===== config.mk =====
export PLATFORM = sky130hd
export DESIGN_NAME = core_indirect_access_regs
export DESIGN_NICKNAME = d
export VERILOG_FILES = /design/src/core/core_pkg.sv /design/src/core/flag_alu.sv /design/src/core/pointer_decode.sv /design/src/core/core_indirect_access_regs.sv
export VERILOG_INCLUDE_DIRS = /design/src /design/src/core
export SDC_FILE = /design/constraint.sdc
export NUM_CORES = 1
export LEC_CHECK = 0
export ABC_CLOCK_PERIOD_IN_PS = 6700
export BUFFER_PORTS_ARGS = -buffer_cell sky130_fd_sc_hd__buf_2
export CAP_MARGIN = 20
export CELL_PAD_IN_SITES_DETAIL_PLACEMENT = 0
export CELL_PAD_IN_SITES_GLOBAL_PLACEMENT = 1
export CORE_UTILIZATION = 35
export CTS_CLUSTER_DIAMETER = 30
export CTS_CLUSTER_SIZE = 20
export DETAILED_ROUTE_END_ITERATION = 6
export GPL_TIMING_DRIVEN = 0
export PLACE_DENSITY = 0.8
export RECOVER_POWER = 50
export SLEW_MARGIN = 10
export SYNTH_ARGS = -nofsm -noshare
export SYNTH_HDL_FRONTEND = slang
export SYNTH_SLANG_ARGS = --single-unit

===== constraint.sdc =====
create_clock -name core_clk -period 6.7 [get_ports core_clk]
set_input_delay 1.34 -clock core_clk [delete_from_list [all_inputs] [get_ports core_clk]]
set_output_delay 1.34 -clock core_clk [all_outputs]
set_load 0.1 [all_outputs]

===== src/core/core_consts.svh =====
// constants for the core register and indirect access block
`ifndef CORE_CONSTS_SVH
`define CORE_CONSTS_SVH

// register offsets
`define OFS_PORT0 7'h00
`define OFS_PORT1 7'h01
`define OFS_PCL 7'h02
`define OFS_STATUS 7'h03
`define OFS_PTR0_LO 7'h04
`define OFS_PTR0_HI 7'h05
`define OFS_PTR1_LO 7'h06
`define OFS_PTR1_HI 7'h07
`define OFS_BANK 7'h08
`define OFS_WORKING_ACCUMULATOR 7'h09
`define OFS_COUNTER_HIGH_LATCH 7'h0A

// status bit positions
`define ST_EXPIRY 4
`define ST_SLEEP 3
`define ST_ZERO 2
`define ST_NIBBLE 1
`define ST_CARRY 0

// pointer regions
`define PTR_FLASH_BIT 15
`define PTR_EE_PAGE 8'h70
`define DM_LIMIT 16'h2000

// reset values
`define RST_BYTE 8'h00
`define RST_PTR 16'h0000
`define RST_PC 15'h0000
`define RST_BANK 6'h00
`define RST_LATCH 7'h00

`endif


===== src/core/core_pkg.sv =====
// types shared by the core register block
package core_pkg;
    typedef enum logic [1:0] {
        ALU_ADD = 2'b00,
        ALU_SUB = 2'b01,
        ALU_RLC = 2'b10,
        ALU_RRC = 2'b11
    } alu_op_e;

    typedef enum logic [1:0] {
        TGT_DATA = 2'b00,
        TGT_FLASH = 2'b01,
        TGT_EE = 2'b10,
        TGT_SELF = 2'b11
    } target_e;
endpackage


===== src/core/flag_alu.sv =====
// adder and rotator that produce result and flags
`timescale 1ns/100ps
`default_nettype none
module flag_alu
    import core_pkg::*;
(
    // operands
    input wire logic [7:0] a,
    input wire logic [7:0] b,
    input wire logic carry_in,
    input wire alu_op_e op,
    // results
    output logic [7:0] result,
    output logic zero,
    output logic nibble_out,
    output logic carry_out
);
    logic [8:0] sum;
    logic [4:0] low_sum;
    logic [7:0] b_eff;
    logic c_eff;

    always_comb begin
        // subtract is add of two's complement, flags become not-borrow
        b_eff = (op == ALU_SUB) ? ~b : b;
        c_eff = (op == ALU_SUB);
        sum = {1'b0, a} + {1'b0, b_eff} + {8'h00, c_eff};
        low_sum = {1'b0, a[3:0]} + {1'b0, b_eff[3:0]} + {4'h0, c_eff};
        result = sum[7:0];
        nibble_out = low_sum[4];
        carry_out = sum[8];
        case (op)
            ALU_RLC: begin
                result = {a[6:0], carry_in};
                carry_out = a[7];
                nibble_out = 1'b0;
            end
            ALU_RRC: begin
                result = {carry_in, a[7:1]};
                carry_out = a[0];
                nibble_out = 1'b0;
            end
            default: begin
            end
        endcase
        zero = (result == 8'h00);
    end
endmodule
`default_nettype wire


===== src/core/pointer_decode.sv =====
// classifies an indirect pointer into its target region
`timescale 1ns/100ps
`default_nettype none
`include "core_consts.svh"
module pointer_decode
    import core_pkg::*;
(
    // pointer
    input wire logic [15:0] ptr,
    // decoded target
    output target_e target,
    output logic [14:0] flash_addr,
    output logic [7:0] ee_addr
);
    always_comb begin
        flash_addr = ptr[14:0];
        ee_addr = ptr[7:0];
        if (ptr[`PTR_FLASH_BIT]) begin
            target = TGT_FLASH;
        end else if (ptr[15:8] == `PTR_EE_PAGE) begin
            target = TGT_EE;
        end else if (ptr[15:1] == 15'h0000) begin
            target = TGT_SELF;
        end else begin
            target = TGT_DATA;
        end
    end
endmodule
`default_nettype wire


===== src/core/core_indirect_access_regs.sv =====
// core special function registers with indirect access path
`timescale 1ns/100ps
`default_nettype none
`include "core_consts.svh"
// Behaviour
// - pointer bit 15 set selects flash at the low fifteen pointer bits.
// - flash reads return only the low byte of the flash word.
// - writes through a port aimed at flash are dropped.
// - flash indirect reads cost one extra instruction cycle.
// - pointer high byte 0x70 reads EEPROM at the pointer low byte.
// - writes through a port aimed at EEPROM are dropped.
// - EEPROM indirect reads cost one extra instruction cycle.
// - ports hold nothing; port 0 uses pointer 0, port 1 pointer 1.
// - counter low byte register reads and writes program counter 7:0.
// - expiry flag set at power-up, kick or sleep; cleared on timeout.
// - sleep flag set at power-up or kick; cleared by sleep.
// - zero, nibble and carry flags clear only on power-on/brown-out.
// - zero flag shows whether the operation result is zero.
// - nibble flag takes carry out of bit 3 on add and subtract.
// - carry flag takes carry out of bit 7 on add and subtract.
// - subtract adds two's complement so carries mean no borrow.
// - rotate through carry puts the shifted-out bit into carry.
// - each pointer is two separately addressed bytes, high and low.
// - bank number is six bits and tops every direct address.
// - high latch holds seven bits; writing it leaves counter alone.
// - writing the counter low byte loads counter 14:8 from latch.
// - a pointer aimed at a port reads zero and drops writes.
module core_indirect_access_regs
    import core_pkg::*;
(
    // clock and reset
    input wire logic core_clk,
    input wire logic reset,
    input wire logic por_reset,
    // special register access from the execution unit
    input wire logic [6:0] sfr_addr,
    input wire logic sfr_rd,
    input wire logic sfr_wr,
    input wire logic [7:0] sfr_wdata,
    output logic [7:0] sfr_rdata,
    output logic stall,
    // program counter control
    input wire logic pc_advance,
    input wire logic pc_load,
    input wire logic [14:0] pc_load_value,
    output logic [14:0] program_counter,
    // arithmetic and flag events
    input wire logic alu_en,
    input wire alu_op_e alu_op,
    input wire logic [7:0] alu_a,
    input wire logic [7:0] alu_b,
    input wire logic alu_to_working_accumulator,
    input wire logic logic_zero_en,
    input wire logic [7:0] logic_result,
    input wire logic watchdog_kick_instr,
    input wire logic sleep_instr,
    input wire logic watchdog_timeout,
    // flash and eeprom read ports
    output logic [14:0] flash_addr,
    output logic flash_rd,
    input wire logic [13:0] flash_rdata,
    output logic [7:0] ee_addr,
    output logic ee_rd,
    input wire logic [7:0] ee_rdata,
    // banked data memory path
    output logic [12:0] dm_addr,
    output logic dm_rd,
    output logic dm_wr,
    output logic [7:0] dm_wdata,
    input wire logic [7:0] dm_rdata,
    input wire logic [6:0] direct_offset,
    output logic [12:0] direct_addr,
    // register views
    output logic [7:0] status_flags,
    output logic [7:0] working_accumulator,
    output logic [5:0] bank_number
);
    // ------------------------------------------------------------
    // state
    // ------------------------------------------------------------
    logic [15:0] pointer_zero_q;
    logic [15:0] pointer_one_q;
    logic [14:0] pc_q;
    logic [6:0] counter_high_latch_q;
    logic [5:0] bank_number_q;
    logic [7:0] working_accumulator_q;
    logic zero_q, nibble_q, carry_q;
    logic expiry_q, sleep_q;
    logic stall_q;
    logic [7:0] nv_data_q;

    // ------------------------------------------------------------
    // decode helpers
    // ------------------------------------------------------------
    function automatic logic hit(input logic [6:0] a, input logic [6:0] o);
        hit = (a == o);
    endfunction

    logic port_access, port_sel;
    logic [15:0] sel_ptr;
    target_e target;
    logic [14:0] dec_flash;
    logic [7:0] dec_ee;
    logic nv_access;
    logic wr_ok;

    assign port_sel = hit(sfr_addr, `OFS_PORT1);
    assign port_access = (hit(sfr_addr, `OFS_PORT0) || port_sel)
        && (sfr_rd || sfr_wr);
    assign sel_ptr = port_sel ? pointer_one_q : pointer_zero_q;

    pointer_decode u_decode (
        .ptr(sel_ptr),
        .target(target),
        .flash_addr(dec_flash),
        .ee_addr(dec_ee)
    );

    assign nv_access = port_access && sfr_rd &&
        ((target == TGT_FLASH) || (target == TGT_EE));
    assign stall = nv_access && !stall_q;

    // writes into flash, eeprom or ports dropped
    assign wr_ok = sfr_wr && !stall;

    // ------------------------------------------------------------
    // nonvolatile and data memory paths
    // ------------------------------------------------------------
    // flash addressed by low fifteen bits
    assign flash_addr = dec_flash;
    assign flash_rd = stall && (target == TGT_FLASH);
    assign ee_addr = dec_ee;
    assign ee_rd = stall && (target == TGT_EE);
    assign dm_addr = sel_ptr[12:0];
    assign dm_rd = port_access && sfr_rd && (target == TGT_DATA)
        && (sel_ptr < `DM_LIMIT);
    assign dm_wr = port_access && wr_ok && (target == TGT_DATA)
        && (sel_ptr < `DM_LIMIT);
    assign dm_wdata = sfr_wdata;
    // bank number forms top six address bits
    assign direct_addr = {bank_number_q, direct_offset};

    // capture nonvolatile data during the stall cycle
    always_ff @(posedge core_clk or posedge reset) begin
        if (reset) begin
            stall_q <= 1'b0;
            nv_data_q <= `RST_BYTE;
        end else begin
            stall_q <= stall;
            if (flash_rd) begin
                // only low byte of the flash word
                nv_data_q <= flash_rdata[7:0];
            end else if (ee_rd) begin
                nv_data_q <= ee_rdata;
            end
        end
    end

    // ------------------------------------------------------------
    // read mux
    // ------------------------------------------------------------
    logic [7:0] port_rdata;
    always_comb begin
        case (target)
            TGT_FLASH: port_rdata = nv_data_q;
            TGT_EE: port_rdata = nv_data_q;
            // port aimed at a port reads zero
            TGT_SELF: port_rdata = 8'h00;
            default: port_rdata = (sel_ptr < `DM_LIMIT) ? dm_rdata : 8'h00;
        endcase
    end

    always_comb begin
        case (sfr_addr)
            `OFS_PORT0, `OFS_PORT1: sfr_rdata = port_rdata;
            `OFS_PCL: sfr_rdata = pc_q[7:0];
            `OFS_STATUS: sfr_rdata = status_flags;
            `OFS_PTR0_LO: sfr_rdata = pointer_zero_q[7:0];
            `OFS_PTR0_HI: sfr_rdata = pointer_zero_q[15:8];
            `OFS_PTR1_LO: sfr_rdata = pointer_one_q[7:0];
            `OFS_PTR1_HI: sfr_rdata = pointer_one_q[15:8];
            `OFS_BANK: sfr_rdata = {2'b00, bank_number_q};
            `OFS_WORKING_ACCUMULATOR: sfr_rdata = working_accumulator_q;
            `OFS_COUNTER_HIGH_LATCH: sfr_rdata = {1'b0, counter_high_latch_q};
            default: sfr_rdata = 8'h00;
        endcase
    end

    // ------------------------------------------------------------
    // pointers, bank, latch
    // ------------------------------------------------------------
    // byte writes to pointer halves
    always_ff @(posedge core_clk or posedge reset) begin
        if (reset) begin
            pointer_zero_q <= `RST_PTR;
            pointer_one_q <= `RST_PTR;
        end else if (wr_ok) begin
            if (hit(sfr_addr, `OFS_PTR0_LO)) pointer_zero_q[7:0] <= sfr_wdata;
            if (hit(sfr_addr, `OFS_PTR0_HI)) pointer_zero_q[15:8] <= sfr_wdata;
            if (hit(sfr_addr, `OFS_PTR1_LO)) pointer_one_q[7:0] <= sfr_wdata;
            if (hit(sfr_addr, `OFS_PTR1_HI)) pointer_one_q[15:8] <= sfr_wdata;
        end
    end

    // latch write leaves the counter untouched
    always_ff @(posedge core_clk or posedge reset) begin
        if (reset) begin
            counter_high_latch_q <= `RST_LATCH;
            bank_number_q <= `RST_BANK;
        end else if (wr_ok) begin
            if (hit(sfr_addr, `OFS_COUNTER_HIGH_LATCH)) begin
                counter_high_latch_q <= sfr_wdata[6:0];
            end
            if (hit(sfr_addr, `OFS_BANK)) begin
                bank_number_q <= sfr_wdata[5:0];
            end
        end
    end

    // ------------------------------------------------------------
    // program counter
    // ------------------------------------------------------------
    always_ff @(posedge core_clk or posedge reset) begin
        if (reset) begin
            pc_q <= `RST_PC;
        end else if (wr_ok && hit(sfr_addr, `OFS_PCL)) begin
            pc_q <= {counter_high_latch_q, sfr_wdata};
        end else if (pc_load) begin
            pc_q <= pc_load_value;
        end else if (pc_advance && !stall) begin
            pc_q <= pc_q + 15'h0001;
        end
    end

    // ------------------------------------------------------------
    // arithmetic flags and accumulator
    // ------------------------------------------------------------
    logic [7:0] alu_result;
    logic alu_zero, alu_nibble, alu_carry;

    flag_alu u_alu (
        .a(alu_a),
        .b(alu_b),
        .carry_in(carry_q),
        .op(alu_op),
        .result(alu_result),
        .zero(alu_zero),
        .nibble_out(alu_nibble),
        .carry_out(alu_carry)
    );

    logic st_wr;
    assign st_wr = wr_ok && hit(sfr_addr, `OFS_STATUS);

    // only the power-on reset clears these flags
    always_ff @(posedge core_clk or posedge por_reset) begin
        if (por_reset) begin
            zero_q <= 1'b0;
            nibble_q <= 1'b0;
            carry_q <= 1'b0;
        end else if (alu_en) begin
            zero_q <= alu_zero;
            if (alu_op == ALU_ADD || alu_op == ALU_SUB) begin
                nibble_q <= alu_nibble;
            end
            carry_q <= alu_carry;
        end else if (logic_zero_en) begin
            zero_q <= (logic_result == 8'h00);
        end else if (st_wr) begin
            zero_q <= sfr_wdata[`ST_ZERO];
            nibble_q <= sfr_wdata[`ST_NIBBLE];
            carry_q <= sfr_wdata[`ST_CARRY];
        end
    end

    always_ff @(posedge core_clk or posedge por_reset) begin
        if (por_reset) begin
            expiry_q <= 1'b1;
            sleep_q <= 1'b1;
        end else begin
            if (watchdog_timeout) begin
                expiry_q <= 1'b0;
            end else if (watchdog_kick_instr || sleep_instr) begin
                expiry_q <= 1'b1;
            end
            if (sleep_instr) begin
                sleep_q <= 1'b0;
            end else if (watchdog_kick_instr) begin
                sleep_q <= 1'b1;
            end
        end
    end

    always_ff @(posedge core_clk or posedge reset) begin
        if (reset) begin
            working_accumulator_q <= `RST_BYTE;
        end else if (alu_en && alu_to_working_accumulator) begin
            working_accumulator_q <= alu_result;
        end else if (wr_ok && hit(sfr_addr, `OFS_WORKING_ACCUMULATOR)) begin
            working_accumulator_q <= sfr_wdata;
        end
    end

    // ------------------------------------------------------------
    // outputs
    // ------------------------------------------------------------
    assign status_flags = {3'b000, expiry_q, sleep_q, zero_q, nibble_q,
        carry_q};
    assign program_counter = pc_q;
    assign working_accumulator = working_accumulator_q;
    assign bank_number = bank_number_q;
endmodule
`default_nettype wire


; Word-level counts from Yosys, hierarchy flattened
; Index checks and enable logic that the tools add are counted.
[op_classes]
addsub = 5
magnitude_cmp = 1
n_eq_ne = 19
n_mux = 32
bitwise = 1
reduce_logical = 48
[ops]
columns = operator, n
row1 = $pmux W8 S10, 1
row2 = $mux W8, 6
row3 = $mux W15, 3
row4 = $pmux W8 S2, 2
row5 = $eq A7 B3 Y1 const B, 4
row6 = $eq A7 B4 Y1 const B, 3
row7 = $logic_and A1 B1 Y1, 17
row8 = $logic_not A8 Y1, 2
row9 = $lt A16 B14 Y1 const B, 1
row10 = $mux W16, 1
row11 = $add A15 B1 Y15 const B, 1
row12 = $logic_not A15 Y1, 1
row13 = $mux W1, 15
row14 = $eq A7 B2 Y1 const B, 2
row15 = $reduce_and A2 Y1, 7
row16 = $reduce_bool A2 Y1, 5
row17 = $add A8 B8 Y9, 1
row18 = $add A9 B1 Y9, 1
row19 = $eq A2 B2 Y1 const B, 4
row20 = $eq A8 B7 Y1 const B, 1
row21 = $not A8 Y8, 1
row22 = $eq A7 B1 Y1 const B, 1
row23 = $logic_not A7 Y1, 1
row24 = $mux W2, 3
row25 = other kinds (12), 22
[totals]
register_bits = 82
inputBits = 106
out_inout_bits = 107
word_cells = 121

; Logic depth before layout (Yosys ltp)
; Gate-level depths: netlist of run 1.
[depth]
word_depth = 16
depth_mapped = 14
depth_no_buf = 13

; By module
; From an unflattened synthesis of run 1, not the netlist that was laid out.
[unflattened]
hier_cells = 654
area_unflattened_um2 = 6165.9
[by_module_without_submodules]
columns = mod, n_inst, cells_per_inst, area_per_inst_um2, seq_area_each_um2
row1 = core_indirect_access_regs, 1, 537, 5271.3, 2054.5
row2 = flag_alu, 1, 86, 664.4, 0.0
row3 = pointer_decode, 1, 31, 230.2, 0.0

; Least setup slack after synthesis of run 1
; OpenSTA, ideal clock, no wires.
[synth_path]
path_kind = input port to output port
from = input sfr_addr[1]
to = output flash_rd
arrival_time_ns = 5.218
t_required_ns = 5.360
path_slack_ns = 0.142
stages = 11
path_buffers = 2
path_cell_list = nor4_4 -> nand3_2 -> clkbuf_1 -> o21ai_0 -> nand3b_1 -> and2_1 -> ha_1 -> nand3b_1 -> nor3_1 -> clkbuf_1 -> and2_1
[synth_via]
elab_chain_len = 11
word_cells_on_any_way = 17
cone_classes = 4 x eq/ne / 4 x mux / 9 x reduce/logical
[synth_lines]
columns = element, line
row1 = start: declaration, core_indirect_access_regs.sv:36  ; input wire logic [6:0] sfr_addr,
row2 = $eq A7 B1 Y1, core_indirect_access_regs.sv:96  ; hit = (a == o);
row3 = $mux W16, core_indirect_access_regs.sv:110  ; assign sel_ptr = port_sel ? pointer_one_q : pointer_zero_q;
row4 = $logic_not A15 Y1, pointer_decode.sv:22  ; end else if (ptr[15:1] == 15'h0000) begin
row5 = $mux W2, pointer_decode.sv:22
row6 = $mux W2, pointer_decode.sv:20  ; end else if (ptr[15:8] == `PTR_EE_PAGE) begin
row7 = $mux W2, pointer_decode.sv:18  ; if (ptr[`PTR_FLASH_BIT]) begin
row8 = $eq A2 B1 Y1 / $eq A2 B2 Y1 (equally long branches), core_indirect_access_regs.sv:120  ; ((target == TGT_FLASH) || (target == TGT_EE));
row9 = $logic_or A1 B1 Y1, core_indirect_access_regs.sv:120
row10 = $logic_and A1 B1 Y1 *, core_indirect_access_regs.sv:119  ; assign nv_access = port_access && sfr_rd &&
row11 = $logic_and A1 B1 Y1 *, core_indirect_access_regs.sv:121  ; assign stall = nv_access && !stall_q;
row12 = net stall, core_indirect_access_regs.sv:41  ; output logic stall,
row13 = $logic_and A1 B1 Y1 *, core_indirect_access_regs.sv:131  ; assign flash_rd = stall && (target == TGT_FLASH);
row14 = end: declaration, core_indirect_access_regs.sv:60  ; output logic flash_rd,
; Mark *: on every way through the listed nets, which the timed path passes. The rest lies on a longest branch.

; Final worst setup path of run 1
[layout_path]
from = input sfr_addr[6]
to = output flash_rd
[layout_via]
elab_chain_len = 11
word_cells_on_any_way = 17
cone_classes = 4 x eq/ne / 4 x mux / 9 x reduce/logical
[layout_lines]
columns = element, line
row1 = $eq A7 B1 Y1, core_indirect_access_regs.sv:96
row2 = $mux W16, core_indirect_access_regs.sv:110
row3 = $logic_not A15 Y1, pointer_decode.sv:22
row4 = $mux W2, pointer_decode.sv:22
row5 = $mux W2, pointer_decode.sv:20
row6 = $mux W2, pointer_decode.sv:18
row7 = $eq A2 B1 Y1 / $eq A2 B2 Y1 (equally long branches), "core_indirect_access_regs.sv:120, core_indirect_access_regs.sv:131"
row8 = $logic_or A1 B1 Y1, core_indirect_access_regs.sv:120
row9 = $logic_and A1 B1 Y1, core_indirect_access_regs.sv:119
row10 = $logic_and A1 B1 Y1, core_indirect_access_regs.sv:121
row11 = $logic_and A1 B1 Y1 *, core_indirect_access_regs.sv:131
; Mark *: on every way between the ends. The rest lies on a longest branch, timed or not.

==> results of run 1 <==
[how the worst max path moves through the flow]
stage / endpoint / slack [ps] / cells past startpoint
2_1_floorplan: flash_rd / 140 / 11
3_3_place_gp: sfr_rdata[3] / 260 / 13
3_5_place_dp: sfr_rdata[3] / 270 / 13
4_1_cts: sfr_rdata[3] / 260 / 13
5_1_grt: flash_rd / 120 / 13
6_report: flash_rd / 340 / 13
[cell type report]
| type | instances | area share (%) |
|---|---|---|
| Clock buffer | 9 | 3.05 |
| Multi-Input combinational cell | 448 | 44.4 |
| Tap cell | 220 | 3.72 |
| Buffer | 85 | 7.24 |
| Inverter | 7 | 0.372 |
| Sequential cell | 82 | 27.8 |
| Clock inverter | 7 | 1.15 |
| Timing Repair Buffer | 191 | 12.2 |
[power by group through the flow]
stage	Combinational (W)	Sequential (W)	Clock [W]
after floorplan	0.000484	0.000757	0
after global placement	0.000786	0.000621	0
after detailed placement	0.000792	0.000621	0
after CTS	0.000793	0.000612	0.000524
after global routing	0.000828	0.000619	0.000546
final	0.000786	0.000614	0.000519
[cells by family (layout without fill, tap and decap cells)]
group / count (synthesis) / after routing / share of synthesized area (%)
AO/OA/AOI/OAI: 140 / 140 / 16.1
XOR/XNOR: 23 / 23 / 3.41
adder cells (fa/ha/maj): 12 / 12 / 2.67
buffers and inverters: 92 / 299 / 9.63
flip-flops: 82 / 82 / 34.7
multiplexers: 94 / 94 / 17.4
other: 1 / 3 / 0.0634
AND/OR/NAND/NOR: 176 / 176 / 16.1
[per-layer routing]
layer,vias up,track usage [%],share of wire [%]
met2,211,36.5,47
met3,33,3.84,5.7
li1,2641,-,-
met5,-,0,0
met4,0,8.79,2.9
met1,2648,28.7,44
[flip-flops by register name (all words and copies together), names as in the netlist]
register,flops
bank_number,6
carry_q,1
nibble_q,1
pointer_zero_q,16
expiry_q,1
sleep_q,1
working_accumulator,8
counter_high_latch_q,7
stall_q,1
nv_data_q,8
zero_q,1
pointer_one_q,16
program_counter,15
[synthesized netlist by cell type (all sizes together), types with 2 or more instances]
library cell   n  area [um2]
clkbuf        18        67.6
mux2          66         743
nor3          13        70.1
o311ai         2        32.5
nor2b          7        43.8
inv            7        26.3
a211o          4        35.0
nor3b          4        41.3
ha            11         138
dfstp          2        52.6
nand4          5        31.3
and3           9        56.3
or3            4        25.0
o31ai          3        27.5
o31a           2        17.5
nand3b        12        90.1
a21oi         41         205
o221ai         3        26.3
nand2b         6        37.5
o22ai          8        50.1
o211ai         2        15.0
a221oi         3        26.3
a2111o         4        45.0
buf           67         475
a22oi         14         105
a222oi         3        30.0
a22o           7        61.3
a221o          2        20.0
nand3         19         110
xor2          14         123
nor2          37         139
and2           5        31.3
mux2i         28         284
dfrtp         80        2000
o21a           3        22.5
o21ai         31         155
nor4           9        71.3
nand2         41         156
o41ai          2        25.0
xnor2          9        78.8
[critical path: cells and delay by family]
kind	cells	cell delay, ps
simple gates	7	1750
fa+ha+maj	1	320
compound gates	1	410
buf+inv	4	1200
[per-stage QoR]
| step | cell area, um2 | util [%] | hold WS, ps | total power (W) | worst slack, ps |
|---|---|---|---|---|---|
| 2_1_floorplan | 5920 | - | 466 | 0.00124 | 142 |
| 4_1_cts | 7480 | 45.3 | 535 | 0.00193 | 260 |
| 5_1_grt | 7390 | 44.7 | 552 | 0.00199 | 116 |
| 3_3_place_gp | 7150 | 43.3 | 514 | 0.00141 | 261 |
| 6_report | 7390 | 44.7 | 534 | 0.00192 | 341 |
| 3_5_place_dp | 7170 | 43.4 | 520 | 0.00141 | 274 |
==> impl_metrics.ini, run 1 <==
[run_status]
outcome = finished, violations left
violations = capacitance limit, slew limit

[route]
first_pass_iters = 5
drc = 0
antenna_left = 0
wirelength_um = 19300
vias = 5533
drt_iter0_drc = 326
vias_per_cell = 5.27
wl_per_cell_um = 18.4

[timing]
fin_tns_setup_ps = 0
drv_slew = 80
setup_viol = 0
max_slew.worst_pin.slew_ps = 2260
finalHoldViolCount = 0
rsz0062_at_grt = no
period_share_pct = 94.9
fin_worst_skew_ps = 8.64
fmax_mhz = 157
period_minus_slack_ps = 6360
slew_headroom_pct = -50.9

[final_layout]
fin_cells = 1049
n_fill_cell = 1685
multi_input_comb_area_um2 = 3290
final_common_cell = buf_2
register_area_um2 = 2050
layout_common_cells = buf_2, dfrtp_1, mux2_2, clkbuf_1, buf_4
drive_gt1_share_pct = 37.3
syn2layout_area_growth_pct = 25.0
nets = 942
diodes = 0

[critical_path]
cp_max_fo = 11
crit_path_end_kind = output port
cpPeakStageDelay_ps = 420
ff2ff_setup_slack_ps = 3360
r2r_end = program_counter[14]$_DFFE_PP0P_
required_ps = 5360
r2r_cells = 12
cp-startpoint = sfr_addr[6]
crit_chain = clkbuf_1, nor4_4, nand3_2, clkbuf_1, o21ai_0, nand3b_1, and2_1, ha_1, nand3b_1, nor3_1, clkbuf_2, and2_1, buf_2
cp.arrival_ps = 5020
start_kind = input pin
cp_slowest_cell = buf_2
critPathKind = input pin to output port
r2r_start = pointer_one_q[5]$_DFFE_PP0P_

[die]
io_pins = 213
initial_utilization_pct = 35.8
core_region_area_um2 = 16500
dieArea_um2 = 17400
die_h_um = 132
rows = 47
die_w_um = 132

[clock_tree]
postCtsHoldBufs = 0
cts_max_level = 3
clk_latency_ps = 350
clk_pin_slew_ps = 60
root_buffer = clkbuf_16
cts_tree = yes
cts_buffers = 9
clock_path_buffers = 2
post-cts-setup-buffer-count = 0
cts.sinks = 82
post_cts_resized = 0

[power_and_ir_drop]
pwr-share-clk_pct = 27.1
power_density_nw_per_um2 = 260
total_leakage_power_nw = 3.59
internal_power_w = 0.00103
pwr-share-seq_pct = 32.0
p_sw_w = 0.000886
combPwrFrac_pct = 41.0
max-vdd-ir-drop_mv = 0.186
switching_share_pct = 46.2

[logic_synthesis]
synth_seq_cells = 82
yosysWarnings = 0
synth.distinct_cells = 65
syn-cell-area_um2 = 5910
synth.avg_cell_area_um2 = 9.54
syn_inst = 620
ys_async_sr_fraction_pct = 100
synth_edf_count = 0
ys_seq_area_share_pct = 34.7
ys.flop_type = dfrtp_1

[global_route]
grt_antenna_before_repair = 0
grt_max_degree = 41
grt_pass1_wl_um = 29700
overflow = 0
grt_pass1_vias = 5315
grt_usage_pct = 22.1

[hold_path]
hold_class = register to register
hold_depth = 2
hp-start = sleep_q$_DFFE_PP1P_
min_to = sleep_q$_DFFE_PP1P_

[place]
hpwl_um = 15000
dp.cells = 1033
place_congestion = 0.939
port_buffers = 190

[run]
max_cap_viol_count = 2
Power figures use the tool's default switching activity.
==> run 2, diff against run 1 <==
--- a/config.mk
+++ b/config.mk
@@ -11,8 +11,8 @@
 export CAP_MARGIN = 20
 export CELL_PAD_IN_SITES_DETAIL_PLACEMENT = 0
 export CELL_PAD_IN_SITES_GLOBAL_PLACEMENT = 1
+export CORE_ASPECT_RATIO = 0.8
 export CORE_UTILIZATION = 35
-export CTS_CLUSTER_DIAMETER = 30
 export CTS_CLUSTER_SIZE = 20
 export DETAILED_ROUTE_END_ITERATION = 6
 export GPL_TIMING_DRIVEN = 0
==> impl_metrics.ini, run 2 (synthesis gave the netlist of run 1 again) <==
[final_layout]
n_fill_cell = 1715
diodes = 0
design_area_um2 = 7330
final_common_cell = buf_2
layout_common_cells = buf_2, dfrtp_1, clkbuf_1, mux2_2, buf_4
drive_gt1_share_pct = 36.7
syn2layout_area_growth_pct = 24.0
register_area_um2 = 2050
nets = 942
multi_input_comb_area_um2 = 3280

[critical_path]
path_buf_inv = 3
cpPeakStageDelay_ps = 590
cp.arrival_ps = 5080
cp_slowest_cell = nor4b_2
path_delay_family = simple AND/OR/NAND/NOR gates
critPathKind = input pin to output port
cp_max_fo = 10
start_kind = input pin
required_ps = 5360
crit_chain = buf_2, nor4_4, nand3_2, clkbuf_1, o21ai_0, nand3b_1, and2_1, ha_1, nor4b_2, a22oi_1, o21ai_0, a221o_1, buf_2
crit_path_end_kind = output port
ff2ff_setup_slack_ps = 3400

[global_route]
grt_usage_pct = 22.3
overflow = 0
grt_pass1_wl_um = 29600
grt_pass1_vias = 5225
grt_max_degree = 46
grt_antenna_before_repair = 0

[clock_tree]
clk_pin_slew_ps = 60
clk_latency_ps = 350
postCtsHoldBufs = 0
clock_path_buffers = 2
post-cts-setup-buffer-count = 0
cts_buffers = 9
cts_max_level = 3
cts.sinks = 82
cts_tree = yes
root_buffer = clkbuf_16
post_cts_resized = 0

[power_and_ir_drop]
power.total_w = 0.00185
switching_share_pct = 46.8
internal_power_w = 0.000987
total_leakage_power_nw = 3.56
max-vdd-ir-drop_mv = 0.120
pwr-share-clk_pct = 24.4
power_density_nw_per_um2 = 253
combPwrFrac_pct = 42.6
pwr-share-seq_pct = 33.0
p_sw_w = 0.000866

[timing]
drv_slew = 46
slew_headroom_pct = -65.5
period_minus_slack_ps = 6420
finalHoldViolCount = 0
fin_tns_setup_ps = 0
fmax_mhz = 156
max_slew.worst_pin.slew_ps = 2480
rsz0062_at_grt = no
period_share_pct = 95.8
setup_viol = 0
fin_worst_skew_ps = 4.89

[die]
initial_utilization_pct = 35.7
io_pins = 213
rows = 42
die_w_um = 147
dieArea_um2 = 17400
core_region_area_um2 = 16600
die_h_um = 118

[route]
wirelength_um = 19500
first_pass_iters = 5
wl_per_cell_um = 18.6
antenna_left = 0
drc = 0
vias = 5614
vias_per_cell = 5.35
drt_iter0_drc = 422

[run]
max_cap_viol_count = 2

[place]
place_congestion = 0.934
hpwl_um = 15200
dpl-instance-area_um2 = 7180
port_buffers = 190

[hold_path]
hold_class = register to register

[run_status]
outcome = finished, violations left
violations = capacitance limit, slew limit
run 2: worst paths after layout:
| kind | from | depth (start not counted) | to |
|---|---|---|---|
| worst max-delay path | sfr_addr[1] | 13 | sfr_rdata[7] |
| worst min-delay path | sleep_q$_DFFE_PP1P_ | 2 | sleep_q$_DFFE_PP1P_ |
| worst max register to register | pointer_one_q[9]$_DFFE_PP0P_ | 11 | program_counter[14]$_DFFE_PP0P_ |
| worst min register to register | sleep_q$_DFFE_PP1P_ | 2 | sleep_q$_DFFE_PP1P_ |
| max in group asynchronous | reset | 3 | bank_number[3]$_DFFE_PP0P_ |
| min in group asynchronous | por_reset | 2 | carry_q$_DFFE_PP0P_ |
run 2: metrics by stage:
step	util (%)	setup WS [ps]	cells	hold slack, ps
3_3_place_gp	43.2	301	1032	516
4_1_cts	44.9	322	1049	527
2_1_floorplan	-	142	622	466
6_report	44.3	283	1049	523
3_5_place_dp	43.4	338	1033	519
5_1_grt	44.3	37.8	1049	548
run 2: metal layers:
metal | track usage (%) | routed length [um]
met1 | 32.3 | 9410
met2 | 34.0 | 8550
met3 | 3.90 | 1260
met4 | 5.73 | 295
met5 | 0 | 0
run 2: power by group through the flow:
stage / clock network (W) / logic, W / registers [W]
6_report: 0.000452 / 0.000789 / 0.000612
5_1_grt: 0.000478 / 0.000830 / 0.000617
4_1_cts: 0.000456 / 0.000800 / 0.000609
3_5_place_dp: 0 / 0.000798 / 0.000618
3_3_place_gp: 0 / 0.000792 / 0.000617
2_1_floorplan: 0 / 0.000484 / 0.000757
run 2: final cells by class:
cell class / instances / share of cell area (%)
Multi-Input combinational cell: 448 / 44.8
Sequential cell: 82 / 28.0
Timing Repair Buffer: 191 / 12.3
Buffer: 85 / 7.25
Tap cell: 220 / 3.75
Clock buffer: 13 / 3.28
Inverter: 7 / 0.375
Clock inverter: 3 / 0.256
run 2: worst min-delay path, stage by stage, from the launching register on:
cell	delay, ps
dfstp_2	380
nor2_1	90
nor2_1	40
==> run 3, diff against run 2 <==
--- a/config.mk
+++ b/config.mk
@@ -17,7 +17,6 @@
 export DETAILED_ROUTE_END_ITERATION = 6
 export GPL_TIMING_DRIVEN = 0
 export PLACE_DENSITY = 0.8
-export RECOVER_POWER = 50
 export SLEW_MARGIN = 10
 export SYNTH_ARGS = -nofsm -noshare
 export SYNTH_HDL_FRONTEND = slang
==> impl_metrics.ini, run 3 (synthesis gave the netlist of run 1 again) <==
[clock_tree]
clk_latency_ps = 350
cts_max_level = 3
post-cts-setup-buffer-count = 0
cts_buffers = 9
cts.sinks = 82
cts_tree = yes
root_buffer = clkbuf_16
postCtsHoldBufs = 0
clock_path_buffers = 2
clk_pin_slew_ps = 60
post_cts_resized = 0

[critical_path]
required_ps = 5360
crit_chain = buf_2, nor4_4, nand3_2, clkbuf_1, o21ai_0, nand3b_1, and2_1, ha_1, nor4b_2, a22oi_1, o21ai_0, a221o_1, buf_2
start_kind = input pin
cp_slowest_cell = nor4b_2
cpPeakStageDelay_ps = 600
cp_max_fo = 10
path_buf_inv = 3
crit_path_end_kind = output port
cp.arrival_ps = 5110
critPathKind = input pin to output port
path_delay_family = simple AND/OR/NAND/NOR gates

[global_route]
grt_usage_pct = 22.3
overflow = 0
grt_use_met3_pct = 3.90
grt_antenna_before_repair = 0
grt.met1_usage_pct = 32.3
grt_max_degree = 46
grtUsageMet2_pct = 34.0
grt_pass1_wl_um = 29600
grt_pass1_vias = 5225
gr-max-usage-layer = met2

[die]
die_h_um = 118
core_region_area_um2 = 16600
die_w_um = 147
io_pins = 213
initial_utilization_pct = 35.7
rows = 42
dieArea_um2 = 17400

[final_layout]
syn2layout_area_growth_pct = 25.7
nets = 942
layout_common_cells = buf_2, dfrtp_1, mux2_2, buf_4, a21oi_1
n_fill_cell = 1685
drive_gt1_share_pct = 42.5
diodes = 0
fin_cells = 1049
final_common_cell = buf_2

[timing]
fin_worst_skew_ps = 5.44
final.setup.worst_slack_ps = 255
fmax_mhz = 155
whs_ps = 521
finalHoldViolCount = 0
period_share_pct = 96.2
fin_tns_setup_ps = 0
setup_viol = 0
max_slew.worst_pin.slew_ps = 710
rsz0062_at_grt = no
drv_slew = 0
period_minus_slack_ps = 6450
slew_headroom_pct = 52.7

[route]
wirelength_um = 19500
vias_per_cell = 5.33
first_pass_iters = 5
wl_per_cell_um = 18.6
drc = 0
vias = 5592
antenna_left = 0
drt_iter0_drc = 404

[place]
dp.cells = 1033
port_buffers = 190
hpwl_um = 15200
place_congestion = 0.934
place_ws_ps = 338

[run_status]
outcome = completed

[run]
max_cap_viol_count = 0

[power_and_ir_drop]
total_leakage_power_nw = 3.72
max-vdd-ir-drop_mv = 0.120
power_density_nw_per_um2 = 250

[hold_path]
hold_class = register to register
==> run 3: where the power goes <==
part | internal (W) | switching, W
sequential | 0.000547 | 0.0000642
clock | 0.000251 | 0.000199
combinational | 0.000199 | 0.000601
total | 0.000997 | 0.000864
==> run 3: path summary, 6_finish.rpt <==
| kind | slack (ps) | cells past startpoint | end | from |
|---|---|---|---|---|
| max in group asynchronous | 5110 | 3 | pointer_one_q[10]$_DFFE_PP0P_ | reset |
| min reg2reg | 520 | 2 | sleep_q$_DFFE_PP1P_ | sleep_q$_DFFE_PP1P_ |
| max reg2reg | 3410 | 12 | program_counter[14]$_DFFE_PP0P_ | pointer_one_q[1]$_DFFE_PP0P_ |
| min in group asynchronous | 910 | 2 | carry_q$_DFFE_PP0P_ | por_reset |
| min | 520 | 2 | sleep_q$_DFFE_PP1P_ | sleep_q$_DFFE_PP1P_ |
| max | 250 | 13 | sfr_rdata[7] | sfr_addr[1] |
==> run 3: metal layers <==
metal  up-vias  routed length, um
li1       2639                  -
met1      2705               9240
met2       225               8480
met3        23               1430
met4         0                318
met5         -                  0
==> run 3: worst min-delay path, cell delays in order, from the launching register on <==
cell,delay (ps)
dfstp_2,380
nor2_1,90
nor2_1,40
==> run 3: layout make-up <==
type / count / area [um2] / share of cell area, %
buffer: 85 / 543 / 7.30
clock buffer: 13 / 240 / 3.23
clock inverter: 3 / 18.8 / 0.252
inverter: 7 / 28.8 / 0.387
multi-input combinational: 448 / 3300 / 44.3
sequential: 82 / 2050 / 27.6
tap: 220 / 275 / 3.70
timing repair buffer: 191 / 978 / 13.2
==> run 3: metrics by stage <==
step | power (W) | util (%) | cell area [um2]
floorplan | 0.00124 | - | 5920
global placement | 0.00141 | 43.2 | 7150
detailed placement | 0.00142 | 43.4 | 7180
CTS | 0.00187 | 44.9 | 7440
global route | 0.00194 | 44.9 | 7440
finish | 0.00186 | 44.9 | 7440
